==> src/hw/npic_regs.vh <==
// Constants of the nested priority interrupt controller
// How it works
// - Priority codes: level0=10, level1=01, level2=00, level3=11 masks all maskable.
// - Service starts only at an instruction boundary, after the current instruction.
// - Maskable and trap entry push PC, X, A and CC onto the stack.
// - Entry loads CC priority bits from the serviced vector's stored priority.
// - PC loads from a fixed top-of-memory vector ordered by hardware priority.
// - Return pops the saved registers, restoring the interrupted priority bits.
// - Highest software priority wins; ties go to highest hardware priority.
// - Hardware priorities are unique, so exactly one winner always results.
// - Unserviced requests, except level-mode externals and peripherals dropped by periph_clear, stay latched until they become the highest eligible.
// - Reset and trap ignore the mask and set level 3; reset skips stacking.
// - Reset and trap wake the processor from halt.
// - The trap instruction raises the trap source with normal stacking and vectoring.
// - Maskable requests need enable set and priority strictly above current level.
// - External requests wake the processor from halt.
// - Each external pin group's sensitivity is chosen by one bit of the sense register.
// - Edge external requests latch and clear automatically on service entry.
// - Several pins of one vector at once give a single service.
// - Pins enabled together on one vector are NANDed; one low pin masks others.
// - Peripheral request is flag AND enable.
// - The peripheral clear sequence drops the request latch, losing pending service.
// - Four software nesting levels and up to sixteen hardware vectors.
// - Any eligible source or trap wakes from wait; only designated sources wake from halt.
// - Writing the level-0 code into a priority field keeps the old value.
`ifndef NPIC_REGS_VH
`define NPIC_REGS_VH
// Register offsets on the plain port
`define NPIC_ADDR_PRIO0 4'h0
`define NPIC_ADDR_PRIO1 4'h1
`define NPIC_ADDR_PRIO2 4'h2
`define NPIC_ADDR_PRIO3 4'h3
`define NPIC_ADDR_SENSE 4'h4
`define NPIC_ADDR_GRPEN 4'h5
`define NPIC_ADDR_PEN_LO 4'h6
`define NPIC_ADDR_PEN_HI 4'h7
`define NPIC_ADDR_CC 4'h8
`define NPIC_ADDR_STAT 4'h9
// Priority codes {high,low}
`define NPIC_LVL0 2'b10
`define NPIC_LVL1 2'b01
`define NPIC_LVL2 2'b00
`define NPIC_LVL3 2'b11
// Reset values
`define NPIC_PRIO_RST 8'hff
`define NPIC_CC_RST 8'hea
// Condition code field positions
`define NPIC_CC_HI 5
`define NPIC_CC_LO 3
// Vector addresses
`define NPIC_VEC_RESET 16'hfffe
`define NPIC_VEC_TRAP 16'hfffc
`define NPIC_VEC_TOP 16'hfffa
// Stack save order: PC lo, PC hi, X, A, CC
`define NPIC_STACK_BYTES 3'h5
// Sequencer states
`define NPIC_S_RUN 3'h0
`define NPIC_S_PUSH 3'h1
`define NPIC_S_VEC 3'h2
`define NPIC_S_POP 3'h3
`define NPIC_S_HALT 3'h4
`endif
==> src/hw/npic_ctrl.v <==
// Nested priority interrupt controller with stacking sequencer
//
// Decided for this implementation: the register addresses and the address-and-strobe port.
`timescale 1ns/1ns
`default_nettype none
`include "npic_regs.vh"
module npic_ctrl #(
	parameter NVEC = 14
) (
	// Clock and reset
	input wire mclk,
	input wire rst_n,
	// Register port
	input wire [3:0] reg_addr,
	input wire [7:0] reg_wdata,
	input wire reg_wr,
	input wire reg_rd,
	output reg [7:0] reg_rdata,
	// External pins, two groups of eight
	input wire [7:0] ext_pins_a,
	input wire [7:0] ext_pins_b,
	// Peripheral flags and enables, vectors 2..13
	input wire [NVEC-1:0] periph_flag,
	input wire [NVEC-1:0] periph_en,
	input wire [NVEC-1:0] periph_clear,
	// CPU core side
	input wire insn_boundary,
	input wire trap_insn,
	input wire return_from_isr,
	input wire halt_req,
	input wire wait_req,
	input wire [15:0] program_counter,
	input wire [7:0] cpu_x,
	input wire [7:0] cpu_a,
	input wire stack_valid,
	input wire [7:0] stack_rdata,
	output reg stack_push,
	output reg stack_pop,
	output reg [7:0] stack_wdata,
	output reg pc_load,
	output reg [15:0] pc_vector,
	output reg cpu_stall,
	output reg cpu_halted,
	output reg cpu_waiting,
	output reg [7:0] condition_code_reg
);
	localparam S_RUN = `NPIC_S_RUN;
	localparam S_PUSH = `NPIC_S_PUSH;
	localparam S_VEC = `NPIC_S_VEC;
	localparam S_POP = `NPIC_S_POP;
	localparam S_HALT = `NPIC_S_HALT;

	reg [2:0] state_q;
	reg [2:0] cnt_q;
	reg [2*NVEC-1:0] vector_sw_priority_regs;
	reg [7:0] ext_irq_sense_regs;
	reg [7:0] grp_en_a_q;
	reg [7:0] grp_en_b_q;
	reg [NVEC-1:0] pend_q;
	reg [15:0] pin_s1_q;
	reg [15:0] pin_s2_q;
	reg [1:0] grp_prev_q;
	reg trap_q;
	reg [3:0] win_q;
	reg win_trap_q;
	reg win_reset_q;
	reg [1:0] win_prio_q;
	integer i;
	integer j;
	integer k;
	integer m;

	// Rank of a priority code: 0 lowest, 3 mask-all
	function [1:0] rank;
		input [1:0] code;
		begin
			case (code)
				`NPIC_LVL0: rank = 2'd0;
				`NPIC_LVL1: rank = 2'd1;
				`NPIC_LVL2: rank = 2'd2;
				default: rank = 2'd3;
			endcase
		end
	endfunction

	wire [1:0] cur_code = {condition_code_reg[`NPIC_CC_HI], condition_code_reg[`NPIC_CC_LO]};
	wire [1:0] cur_rank = rank(cur_code);

	// Group NAND of enabled synchronised pins
	wire grp_a_lvl = ~&(pin_s2_q[7:0] | ~grp_en_a_q);
	wire grp_b_lvl = ~&(pin_s2_q[15:8] | ~grp_en_b_q);
	wire [1:0] grp_lvl = {grp_b_lvl, grp_a_lvl};

	// Live request per vector
	reg [NVEC-1:0] req_raw;
	always @* begin
		req_raw = periph_flag & periph_en;
		req_raw[0] = 1'b0;
		req_raw[1] = 1'b0;
	end

	// Eligible and arbitration over software then hardware priority
	reg [NVEC-1:0] elig;
	reg [3:0] best_idx;
	reg [1:0] best_rank;
	reg best_any;
	reg [1:0] r;
	always @* begin
		best_idx = 4'h0;
		best_rank = 2'd0;
		best_any = 1'b0;
		r = 2'd0;
		for (i = 0; i < NVEC; i = i + 1) begin
			r = rank(vector_sw_priority_regs[2*i +: 2]);
			elig[i] = pend_q[i] && (r > cur_rank);
			// Lower index wins ties: unique hardware order
			if (elig[i] && (!best_any || r > best_rank)) begin
				best_idx = i[3:0];
				best_rank = r;
				best_any = 1'b1;
			end
		end
	end

	// Halt wake: externals and designated peripherals
	wire [NVEC-1:0] halt_wake_mask = 14'b00000000101011;
	wire halt_wake = |(pend_q & halt_wake_mask) || trap_insn;

	// Pin synchroniser; both stages reset to the idle high pin level
	// so that no false group edge can follow reset
	always @(posedge mclk or negedge rst_n) begin
		if (!rst_n) begin
			pin_s1_q <= 16'hffff;
			pin_s2_q <= 16'hffff;
			grp_prev_q <= 2'b00;
		end else begin
			pin_s1_q <= {ext_pins_b, ext_pins_a};
			pin_s2_q <= pin_s1_q;
			grp_prev_q <= grp_lvl;
		end
	end

	// Pending latches; a new request wins over the service clear, periph_clear wins over a peripheral request
	reg [NVEC-1:0] pend_d;
	reg [1:0] ext_hit;
	always @* begin
		pend_d = pend_q;
		ext_hit[0] = ext_irq_sense_regs[0] ? (grp_lvl[0] & ~grp_prev_q[0]) : grp_lvl[0];
		ext_hit[1] = ext_irq_sense_regs[1] ? (grp_lvl[1] & ~grp_prev_q[1]) : grp_lvl[1];
		if (state_q == S_VEC && !win_trap_q && !win_reset_q)
			pend_d[win_q] = 1'b0;
		pend_d = pend_d & ~periph_clear;
		for (j = 2; j < NVEC; j = j + 1)
			if (!periph_clear[j])
				pend_d[j] = pend_d[j] | req_raw[j];
		// A level-mode group follows its NAND output and never latches
		for (j = 0; j < 2; j = j + 1) begin
			if (!ext_irq_sense_regs[j])
				pend_d[j] = ext_hit[j];
			else if (ext_hit[j])
				pend_d[j] = 1'b1;
		end
	end

	always @(posedge mclk or negedge rst_n) begin
		if (!rst_n)
			pend_q <= {NVEC{1'b0}};
		else
			pend_q <= pend_d;
	end

	// Software registers; level-0 writes leave a field alone
	always @(posedge mclk or negedge rst_n) begin
		if (!rst_n) begin
			vector_sw_priority_regs <= {NVEC{2'b11}};
			ext_irq_sense_regs <= 8'h00;
			grp_en_a_q <= 8'h00;
			grp_en_b_q <= 8'h00;
		end else if (reg_wr) begin
			case (reg_addr)
				`NPIC_ADDR_PRIO0, `NPIC_ADDR_PRIO1, `NPIC_ADDR_PRIO2, `NPIC_ADDR_PRIO3: begin
					for (k = 0; k < 4; k = k + 1)
						if ((reg_addr[1:0] * 4 + k) < NVEC &&
							reg_wdata[2*k +: 2] != `NPIC_LVL0)
							vector_sw_priority_regs[2*(reg_addr[1:0]*4+k) +: 2] <=
								reg_wdata[2*k +: 2];
				end
				`NPIC_ADDR_SENSE: ext_irq_sense_regs <= reg_wdata;
				`NPIC_ADDR_GRPEN: grp_en_a_q <= reg_wdata;
				`NPIC_ADDR_PEN_LO: grp_en_b_q <= reg_wdata;
				default: ;
			endcase
		end
	end

	// Register read data, one cycle later
	reg [7:0] rd_d;
	reg [4:0] fidx;
	always @* begin
		rd_d = 8'h00;
		fidx = 5'd0;
		case (reg_addr)
			`NPIC_ADDR_PRIO0, `NPIC_ADDR_PRIO1, `NPIC_ADDR_PRIO2, `NPIC_ADDR_PRIO3: begin
				// Fields above the last vector read as mask-all
				for (m = 0; m < 4; m = m + 1) begin
					fidx = {1'b0, reg_addr[1:0], 2'b00} + m[4:0];
					rd_d[2*m +: 2] = (fidx < NVEC) ? vector_sw_priority_regs[2*fidx +: 2] : 2'b11;
				end
			end
			`NPIC_ADDR_SENSE: rd_d = ext_irq_sense_regs;
			`NPIC_ADDR_GRPEN: rd_d = grp_en_a_q;
			`NPIC_ADDR_PEN_LO: rd_d = grp_en_b_q;
			`NPIC_ADDR_PEN_HI: rd_d = pend_q[7:0];
			`NPIC_ADDR_CC: rd_d = condition_code_reg;
			`NPIC_ADDR_STAT: rd_d = {pend_q[13:8], cpu_halted, cpu_waiting};
			default: rd_d = 8'h00;
		endcase
	end

	always @(posedge mclk or negedge rst_n) begin
		if (!rst_n)
			reg_rdata <= 8'h00;
		else
			reg_rdata <= reg_rd ? rd_d : 8'h00;
	end

	// Stack byte for each push step
	reg [7:0] push_byte;
	always @* begin
		case (cnt_q)
			3'd0: push_byte = program_counter[7:0];
			3'd1: push_byte = program_counter[15:8];
			3'd2: push_byte = cpu_x;
			3'd3: push_byte = cpu_a;
			default: push_byte = condition_code_reg;
		endcase
	end

	// Service sequencer
	always @(posedge mclk or negedge rst_n) begin
		if (!rst_n) begin
			state_q <= S_VEC;
			cnt_q <= 3'd0;
			trap_q <= 1'b0;
			win_q <= 4'h0;
			win_trap_q <= 1'b0;
			win_reset_q <= 1'b1;
			win_prio_q <= `NPIC_LVL3;
			condition_code_reg <= `NPIC_CC_RST;
			stack_push <= 1'b0;
			stack_pop <= 1'b0;
			stack_wdata <= 8'h00;
			pc_load <= 1'b0;
			pc_vector <= 16'h0000;
			cpu_stall <= 1'b1;
			cpu_halted <= 1'b0;
			cpu_waiting <= 1'b0;
		end else begin
			stack_push <= 1'b0;
			stack_pop <= 1'b0;
			pc_load <= 1'b0;
			// A trap seen while busy waits in trap_q for the next boundary
			if (trap_insn)
				trap_q <= 1'b1;
			// Software sets the level here; the vector load and return override it
			if (reg_wr && reg_addr == `NPIC_ADDR_CC)
				condition_code_reg <= reg_wdata;
			case (state_q)
				S_RUN: begin
					if (insn_boundary) begin
						if (trap_insn || trap_q) begin
							win_trap_q <= 1'b1;
							win_reset_q <= 1'b0;
							win_prio_q <= `NPIC_LVL3;
							trap_q <= 1'b0;
							state_q <= S_PUSH;
							cnt_q <= 3'd0;
							cpu_stall <= 1'b1;
						end else if (best_any) begin
							win_trap_q <= 1'b0;
							win_reset_q <= 1'b0;
							win_q <= best_idx;
							win_prio_q <= vector_sw_priority_regs[2*best_idx +: 2];
							state_q <= S_PUSH;
							cnt_q <= 3'd0;
							cpu_stall <= 1'b1;
						end else if (return_from_isr) begin
							state_q <= S_POP;
							cnt_q <= 3'd0;
							cpu_stall <= 1'b1;
						end else if (halt_req || wait_req) begin
							state_q <= S_HALT;
							cpu_halted <= halt_req;
							cpu_waiting <= ~halt_req;
							cpu_stall <= 1'b1;
						end
					end
				end
				S_PUSH: begin
					stack_push <= 1'b1;
					stack_wdata <= push_byte;
					if (cnt_q == `NPIC_STACK_BYTES - 3'd1)
						state_q <= S_VEC;
					else
						cnt_q <= cnt_q + 3'd1;
				end
				S_VEC: begin
					condition_code_reg[`NPIC_CC_HI] <= win_prio_q[1];
					condition_code_reg[`NPIC_CC_LO] <= win_prio_q[0];
					pc_load <= 1'b1;
					if (win_reset_q)
						pc_vector <= `NPIC_VEC_RESET;
					else if (win_trap_q)
						pc_vector <= `NPIC_VEC_TRAP;
					else
						pc_vector <= `NPIC_VEC_TOP - {11'h000, win_q, 1'b0};
					win_reset_q <= 1'b0;
					state_q <= S_RUN;
					cpu_stall <= 1'b0;
				end
				S_POP: begin
					// CC comes back first; remaining bytes are the core's
					if (cnt_q == 3'd0) begin
						stack_pop <= 1'b1;
						cnt_q <= 3'd1;
					end else if (stack_valid) begin
						condition_code_reg <= stack_rdata;
						state_q <= S_RUN;
						cpu_stall <= 1'b0;
					end
				end
				S_HALT: begin
					// Wait wakes on any eligible source, halt only on designated ones
					if (cpu_waiting ? (best_any || trap_q || trap_insn) : halt_wake) begin
						cpu_halted <= 1'b0;
						cpu_waiting <= 1'b0;
						state_q <= S_RUN;
						cpu_stall <= 1'b0;
					end
				end
				default: state_q <= S_RUN;
			endcase
		end
	end
endmodule
`default_nettype wire

==> config.mk <==
export PLATFORM = sky130hd
export DESIGN_NAME = npic_ctrl
export DESIGN_NICKNAME = d
export VERILOG_FILES = /design/src/hw/npic_ctrl.v
export VERILOG_INCLUDE_DIRS = /design/src /design/src/hw
export SDC_FILE = /design/constraint.sdc
export NUM_CORES = 1
export LEC_CHECK = 0
export ABC_AREA = 1
export BUFFER_PORTS_ARGS = -buffer_cell sky130_fd_sc_hd__buf_2
export CAP_MARGIN = 20
export CORE_ASPECT_RATIO = 0.6
export CORE_MARGIN = 5
export CORE_UTILIZATION = 50
export DETAILED_ROUTE_END_ITERATION = 6
export PLACE_DENSITY = 0.8
export SETUP_SLACK_MARGIN = 0.02
export SLEW_MARGIN = 10
export SYNTH_ARGS = -nofsm -noshare
export SYNTH_HDL_FRONTEND = slang
export SYNTH_SLANG_ARGS = --single-unit
==> constraint.sdc <==
create_clock -name mclk -period 17.05 [get_ports mclk]
set_input_delay 2.5575 -clock mclk [delete_from_list [all_inputs] [get_ports mclk]]
set_output_delay 2.5575 -clock mclk [all_outputs]
set_load 0.03 [all_outputs]
## After elaboration in Yosys (flattened, before gate mapping)

Cells that the tools add are included.

- Flip-flop bits (word level): 161
- Output and inout port bits: 46

- Add/subtract/negate cells: 12
- Magnitude comparators: 36
- Eq/ne operators: 65
- Shifts and indexed selects: 13
- Muxes and demuxes: 161
- Bitwise operators: 27
- Reductions and logical operators: 108

Operators by type and width:

| kind | count |
|---|---|
| 28-bit two-way mux | 10 |
| 2-bit by 34-bit variable shift with 28-bit output, first input constant | 4 |
| 2-bit by 34-bit variable part select with 28-bit output | 4 |
| 28-bit bitwise mux | 4 |
| 6-bit negation with 34-bit output | 3 |
| 32-bit by 4-bit < comparator with 1-bit output, second input constant | 3 |
| 2-bit one-hot mux with 3 select lines | 15 |
| 28-bit by 7-bit variable part select with 2-bit output | 3 |
| 1-bit two-way mux | 66 |
| 8-bit one-hot mux with 7 select lines | 1 |
| 28-bit by 6-bit variable part select with 2-bit output | 2 |
| 2-bit greater-than comparator | 27 |
| 3-bit two-way mux | 16 |
| 4-bit two-way mux | 12 |
| 14-bit bitwise AND | 3 |
| 2-bit two-way mux | 20 |
| 1-bit logical AND | 35 |
| 5-bit negation with 34-bit output | 1 |
| 16-bit two-way mux | 2 |
| 8-bit two-way mux | 4 |
| 8-bit one-hot mux with 4 select lines | 1 |
| 2-bit by 1-bit == test with 1-bit output, second input constant | 15 |
| 2-bit == test, second input constant | 15 |
| 2-bit zero test | 15 |
| 46 further kinds | 141 |

## Longest topological paths before layout

Gate-level depths: netlist of the first run.

- Depth in word-level cells: 62
- Depth in mapped cells: 123
- Mapped depth without buffers: 122

## Worst setup path before layout of the first run

OpenSTA, ideal clock, no wires.

- Kind: register -> register
- From: register condition_code_reg[5]
- To: register win_prio_q[0]
- Setup time: 0.073 ns
- Data arrival time: 13.963 ns
- Data required time: 16.977 ns
- Path slack: 3.014 ns
- Cell stages (with the launch flop): 119
- Path buffers: 0
- Period minus slack after synthesis: 14.036 ns
- Path through: dfstp_2 inv_1 ha_1 inv_1 ha_1 nand2_1 nand2_2 a21oi_1 nand2_1 ha_1 inv_1 o21bai_1 nand2_1 nand2_1 nand3_1 nand2_1 o21ai_0 ha_1 [... 83 more ...] nand2_2 nand2_4 nand3_1 o21ai_0 ha_1 inv_1 nor2_1 o21ai_0 nand2_1 nand2_2 nand2_2 nor2_4 nand3_1 nand2_1 nand2_1 nand3_1 nand2_1 a21oi_1

- Longest elaborated chain between the ends: 60
- Elaborated cells on any way between the ends: 129
- Those cells by class: 27 x order compare; 2 x eq/ne; 1 x shift; 43 x mux; 56 x reduce/logical

Ends and longest elaborated chain:

| element | RTL line | RTL |
|---|---|---|
| start: declaration | npic_ctrl.v:45 | `output reg [7:0] condition_code_reg` |
| start signal: assignment | npic_ctrl.v:249 | `` condition_code_reg <= `NPIC_CC_RST; `` |
| start signal: assignment | npic_ctrl.v:267 | `condition_code_reg <= reg_wdata;` |
| start signal: indexed assignment | npic_ctrl.v:308 | `` condition_code_reg[`NPIC_CC_HI] <= win_prio_q[1]; `` |
| 2-bit by 1-bit == test with 1-bit output (tied with other cells) | npic_ctrl.v:77 | `case (code)` |
| 2-bit one-hot mux with 3 select lines * | npic_ctrl.v:77 |  |
| 2-bit greater-than comparator | npic_ctrl.v:115 | `elig[i] = pend_q[i] && (r > cur_rank);` |
| 1-bit logical AND | npic_ctrl.v:115 |  |
| 2-bit two-way mux / 1-bit two-way mux (equally long branches) | npic_ctrl.v:117 | `if (elig[i] && (!best_any \|\| r > best_rank)) begin` |
| 2-bit greater-than comparator / 1-bit zero test (equally long branches) | npic_ctrl.v:117 |  |
| 1-bit logical OR | npic_ctrl.v:117 |  |
| 1-bit logical AND | npic_ctrl.v:117 |  |
| [... 44 more ...] | - |  |
| 2-bit two-way mux / 1-bit two-way mux (equally long branches) | npic_ctrl.v:117 |  |
| 2-bit greater-than comparator / 1-bit zero test (equally long branches) | npic_ctrl.v:117 |  |
| 1-bit logical OR | npic_ctrl.v:117 |  |
| 1-bit logical AND | npic_ctrl.v:117 |  |
| 4-bit two-way mux | npic_ctrl.v:117 |  |
| 28-bit by 6-bit variable part select with 2-bit output | npic_ctrl.v:283 | `win_prio_q <= vector_sw_priority_regs[2*best_idx +: 2];` |
| 2-bit two-way mux | npic_ctrl.v:279 | `end else if (best_any) begin` |
| 2-bit two-way mux | npic_ctrl.v:271 | `if (trap_insn \|\| trap_q) begin` |
| end signal: assignment | npic_ctrl.v:248 | `` win_prio_q <= `NPIC_LVL3; `` |
| end signal: assignment | npic_ctrl.v:274 | `` win_prio_q <= `NPIC_LVL3; `` |
| end signal: assignment | npic_ctrl.v:283 |  |
| end: declaration | npic_ctrl.v:67 | `reg [1:0] win_prio_q;` |

Every way passes the cells marked *; elsewhere a longest branch is shown, timed or not. The select of a mux whose other input is x is not followed.
A chain may end at the register's enable or synchronous reset.

## Final worst setup path of the first run

- From: register condition_code_reg[5]
- To: register win_prio_q[1]

Same word-level chain as after synthesis.

==> metrics, run 1 <==
worst reg2reg endpoint=win_prio_q[1]; Starting Density=0.511; Slowest-stage cell, CP=dfstp_2; Critical Path AT=16180 ps; Most used DFF post-synth=dfrtp_1; clock transition at the registers of the reported paths=70 ps; Max-Cap Viols=0; Mapped Area=0.00977 mm²; Ports=166; core area=0.0191 mm²; die area=0.0225 mm²; Final Hold Viols=0; crit path from=condition_code_reg[5]; I/O Buffers=160; crit path capture=win_prio_q[1]; Post-Synthesis Cells=1255; Fmax=63.2 MHz; Largest register FFs=28; ANT cells=0; nets=1626; CP max stage delay=570 ps; WL/cell=18.7 µm; crit-path most repeated cell=nand2_1; DRC Markers=0; Post-synth EDFFs=0; post-synth cell types=48; first-pass GRT wire length=48.9 mm; final WL=31.5 mm; WS Path Type=flop to flop; Largest regs=vector_sw_priority_regs x28, pin_s1_q x16, pin_s2_q x16; DP Wirelength=25.1 mm; total track usage=0.277; Die W=190 µm; hold_buf cts=0; outcome=finished clean; CP Capture Type=flop; Seq cells post-synth=151; syn nets=1473; GR Overflow Total=0; largest area contributor in the netlist=dfrtp_1; dpl cells=1649; Yosys Warn Count=0; # rows=39; Setup-failing EPs final=0; fin crit share=0.928; Reg with most FFs=vector_sw_priority_regs; fin cells=1687; Setup TNS=0 ps; top cell type's share of synthesized area=0.208; Num CTS Buffers=17; critical path peak fanout=10; Pre-antenna DRT Iters=6; top post-synthesis cells by area=dfrtp_1 21%, dfstp_2 19%, ha_1 13%, nand2_1 10%, inv_1 6.5%; RR Startpoint=condition_code_reg[5]; initial antenna violation count=1; Clock Skew=10.4 ps; Post-synth top cells=260 x nand2_1, 169 x inv_1, 122 x o21ai_0, 111 x nand3_1, 105 x nor2_1; Final GP Congestion=1.02; Final ANT Viol Nets=0; via count of the routed design=9522; register area share after synthesis=0.396; Sink Count=151; Area growth, synth to finish=16.7%; worst endpoint required time=17410 ps; largest net degree at the start of global routing=92; reg2reg setup slack=1230 ps; H-Tree Depth=4; max-slew violation count=0; measured slew at the worst slew-check pin=1240 ps; Startpoint Class=flop; count leader, synth=nand2_1; worst reg-to-reg path cell count=116; Mean Syn Cell Area=7.78 µm²; hold crit path type=flop to flop; Async S/R FF share, synth=1.00; clk_lat worst skew=430 ps; Bufs on Longest Clock Path=2; vias in the first global route=8813; CTS Root Cell=clkbuf_16; CTS tree=done; min Tclk post-route=15820 ps; Die H=118 µm; Relative slew margins=0.153; layout cells sized above 1=0.224; Iter 0 DRT Violations=1036; Via density=5.64
[cell type report]
cell class	count	area [µm²]
Fill cell	1755	7730
Tap cell	266	333
Sequential cell	151	3870
Inverter	175	657
Clock buffer	17	425
Clock inverter	15	131
Timing Repair Buffer	169	882
Multi-Input combinational cell	894	5100
[cells by family (layout without fill, tap and decap cells)]
| kind of cell | after synthesis | after routing | synth area share |
|---|---|---|---|
| AOI/OAI and AO/OA | 245 | 245 | 0.143 |
| adders and majority gates | 98 | 98 | 0.126 |
| and+or+nand+nor | 549 | 549 | 0.249 |
| DFF | 151 | 151 | 0.396 |
| other | 1 | 1 | 0.000384 |
| buffers and inverters | 210 | 376 | 0.0857 |
| xor gates and xnor gates | 1 | 1 | 0.000897 |
[per-stage QoR]
| step | instance area, µm² | setup slack [ps] | hold slack [ps] | util |
|---|---|---|---|---|
| 6_report | 11400 | 1230 | 356 | 0.596 |
| 5_1_grt | 11400 | -100 | 359 | 0.596 |
| 4_1_cts | 11300 | 623 | 356 | 0.591 |
| 3_5_place_dp | 10700 | 731 | 347 | 0.562 |
| 3_3_place_gp | 10700 | 1130 | 346 | 0.562 |
| 2_1_floorplan | 9770 | 3010 | 345 | - |
[cell usage in the layout, fill, tap and decap left out, types with 3 or more instances in the layout]
cell type | Yosys | layout
nor3_1 | 7 | 7
inv_2 | 3 | 5
a221oi_1 | 4 | 4
dfrtp_1 | 81 | 81
a2bb2oi_1 | 3 | 3
clkinv_1 | 3 | 3
nand4_1 | 20 | 20
inv_8 | 0 | 5
clkbuf_16 | 0 | 17
and2_1 | 9 | 9
inv_1 | 169 | 167
buf_4 | 10 | 8
a21oi_1 | 57 | 56
nand2_2 | 10 | 16
o22ai_1 | 8 | 8
nand3_1 | 111 | 109
a31oi_1 | 12 | 12
a22oi_1 | 4 | 4
nor4_1 | 4 | 4
a2111oi_0 | 5 | 5
nand2_1 | 260 | 253
o31ai_1 | 4 | 4
buf_2 | 2 | 159
ha_1 | 98 | 98
inv_6 | 0 | 5
a41oi_1 | 9 | 9
nor2_1 | 105 | 105
or2_2 | 11 | 10
o211ai_1 | 3 | 3
o21ai_1 | 3 | 6
o21ai_0 | 122 | 119
nand2_4 | 5 | 6
dfstp_2 | 70 | 69
nor2_4 | 3 | 3
[critical path: cells and delay by family, from the launching register on]
family	cells	cell delay, ps
AO/OA/AOI/OAI	18	2340
adder cells (fa/ha/maj)	15	3950
buffers and inverters	13	710
flip-flops	1	570
AND/OR/NAND/NOR	70	8140
[per-layer routing]
layer,routed length (µm),share of wire,up-vias,global-route usage
met4,384,0.012,2,0.0587
met1,14500,0.46,4452,0.431
met5,20,0.00063,-,0
met2,11900,0.38,545,0.353
met3,4650,0.15,31,0.117
li1,-,-,4492,-
[what timing repair did]
| item | 4_1_cts | 5_1_grt |
|---|---|---|
| setup buffers | 0 | 6 |
| setup endpoints to repair | 0 | 6 |
| gates resized for setup | 0 | 20 |
| hold endpoints to repair | 0 | 0 |
[how the worst min path moves through the flow]
stage / start / end / slack (ps) / cells past startpoint
finish: pin_s1_q[1] / pin_s2_q[1] / 360 / 0
detailed placement: pin_s1_q[11] / pin_s2_q[11] / 350 / 0
CTS: pin_s1_q[1] / pin_s2_q[1] / 360 / 0
global route: pin_s1_q[1] / pin_s2_q[1] / 360 / 0
floorplan: pin_s1_q[0] / pin_s2_q[0] / 350 / 0
global placement: pin_s1_q[2] / pin_s2_q[2] / 350 / 0
Power of run 1 is left out: the tool's default activity adds up to more than one toggle a clock period on the data nets, which glitch-free logic cannot reach.
==> run 2, diff against run 1 <==
--- a/config.mk
+++ b/config.mk
@@ -7,13 +7,14 @@
 export NUM_CORES = 1
 export LEC_CHECK = 0
 export ABC_AREA = 1
-export BUFFER_PORTS_ARGS = -buffer_cell sky130_fd_sc_hd__buf_2
+export BUFFER_PORTS_ARGS = -buffer_cell sky130_fd_sc_hd__buf_4
 export CAP_MARGIN = 20
 export CORE_ASPECT_RATIO = 0.6
 export CORE_MARGIN = 5
 export CORE_UTILIZATION = 50
 export DETAILED_ROUTE_END_ITERATION = 6
 export PLACE_DENSITY = 0.8
+export REMOVE_ABC_BUFFERS = 1
 export SETUP_SLACK_MARGIN = 0.02
 export SLEW_MARGIN = 10
 export SYNTH_ARGS = -nofsm -noshare
==> run 2 against run 1 <==
Net effect:
- worst hold slack improved by 1.1 ps
- register-to-register slack improved by 320 ps
- sequential cell count is the same
- critical path depth is 1 higher
- final area rose by 3.7%
- sequential share of layout area decreased by 1.2 points
- via count down 0.56%
- count of clock-buffer cells in the layout grew 1
- clock skew increased by 3.2 ps
- non-clock buffer count is 2 lower
- critical path type unchanged
- largest cell class unchanged
- highest routed layer is now met4
==> metrics, run 2 (synthesis results as in run 1) <==
outcome=finished clean; max-slew violation count=0; hold crit path type=flop to flop; Starting Density=0.511; Sink Count=151; CP Capture Type=flop; via count of the routed design=9469; most frequent cells in the layout=257 x nand2_1, 169 x inv_1, 166 x buf_4; Largest regs=vector_sw_priority_regs x28, pin_s1_q x16, pin_s2_q x16; Ports=166; total track usage=0.280; measured slew at the worst slew-check pin=1220 ps; Die W=190 µm; Power, Total=0.00286 W; PwrDens=242 mW/mm²; WL/cell=19.0 µm; reg2reg setup slack=1550 ps; CP max stage delay=770 ps; DRC Markers=0; final instance area=0.0118 mm²; RR Startpoint=condition_code_reg[3]; min Tclk post-route=15500 ps; Leak=5.88 nW; die area=0.0225 mm²; critical path peak fanout=10; I/O Buffers=160; Bufs on Longest Clock Path=2; Final GP Congestion=1.00; crit-path most repeated cell=nand2_1; most common cell after layout, fill and taps aside=nand2_1; core area=0.0191 mm²; largest net degree at the start of global routing=95; Fillers=1715; Largest register FFs=28; area of the multi-input gates=0.00509 mm²; # rows=39; register area=0.00387 mm²; Final Hold Viols=0; Critical Path AT=15870 ps; fin crit share=0.909; Pre-antenna DRT Iters=6; Num CTS Buffers=17; ANT cells=0; Reg with most FFs=vector_sw_priority_regs; Worst Hold Launch=pin_s1_q[0]; Via density=5.62; clock transition at the registers of the reported paths=80 ps; Setup TNS=0 ps; Fmax=64.5 MHz; Net Sw Power=0.00150 W; Relative slew margins=0.165; Clk pwr share=0.137; hold_buf cts=0; layout cells sized above 1=0.218; Flop pwr share=0.191; CTS tree=done; Slowest-stage cell, CP=dfstp_2; Final ANT Viol Nets=0; Logic pwr share=0.672; crit path from=condition_code_reg[3]; Setup-failing EPs final=0; worst endpoint required time=17420 ps; RSZ-0062 raised after global routing=no; GR Overflow Total=0; switching share of power=0.526; Clock Skew=13.6 ps; Startpoint Class=flop; Iter 0 DRT Violations=1111; vias in the first global route=8862; Internal Pwr Total=0.00135 W; dpl cell area=0.0111 mm²; first-pass GRT wire length=49.2 mm; nets=1624; DP Wirelength=25.3 mm; Max VDD drop=0.000215 V; Die H=118 µm; Area growth, synth to finish=21.0%; CTS Root Cell=clkbuf_16; final WL=31.9 mm; H-Tree Depth=4; clk_lat worst skew=440 ps; WS Path Type=flop to flop; initial antenna violation count=0; Max-Cap Viols=0
-- run 2: cell type report --
cell class,count,share of cell area
clock inverter,14,0.0141
multi-input combinational,894,0.430
inverter,175,0.0556
tap,266,0.0282
timing repair buffer,167,0.106
clock buffer,18,0.0381
sequential,151,0.327
-- run 2: stage by stage --
stage	hold WS, ps	setup WS [ps]	instances	util
after floorplan	345	2900	1220	-
after global placement	347	1290	1649	0.583
after detailed placement	348	959	1649	0.583
after CTS	358	849	1681	0.615
after global routing	360	14.0	1685	0.618
final	357	1550	1685	0.618
-- run 2: timing repair --
item                                    in CTS  in global routing
endpoints found under the setup margin       0                  6
gates resized for setup                      0                 11
setup buffers                                0                  3
-- run 2: layer usage --
layer	global-route usage	part of all wire	vias up	routed length, µm
met5	0	0	-	0
met4	0.0583	0.016	0	522
met3	0.118	0.14	47	4530
met2	0.364	0.39	545	12400
met1	0.430	0.45	4394	14500
li1	-	-	4483	-
-- run 2: final timing paths --
path,depth (start not counted),to
setup / recovery,117,win_prio_q[1]
setup reg to reg,117,win_prio_q[1]
hold reg to reg,0,pin_s2_q[0]
min in group asynchronous,1,pc_vector[14]
max in group asynchronous,2,reg_rdata[3]
hold / removal,0,pin_s2_q[0]
-- run 2: worst max-delay path: cells and delay by family, from the launching register on --
kind                       cells  cell delay (ps)
DFF                            1              770
and+or+nand+nor               70             7710
buffers and inverters         14              820
AOI/OAI and AO/OA             18             2040
adders and majority gates     15             4050
-- run 2: power groups by stage --
stage | Clock [W] | Sequential, W | Combinational (W)
5_1_grt | 0.000413 | 0.000553 | 0.00216
3_3_place_gp | 0 | 0.000544 | 0.00177
2_1_floorplan | 0 | 0.000577 | 0.00128
3_5_place_dp | 0 | 0.000546 | 0.00183
4_1_cts | 0.000394 | 0.000542 | 0.00184
6_report | 0.000391 | 0.000545 | 0.00192
Power figures use the tool's default switching activity.
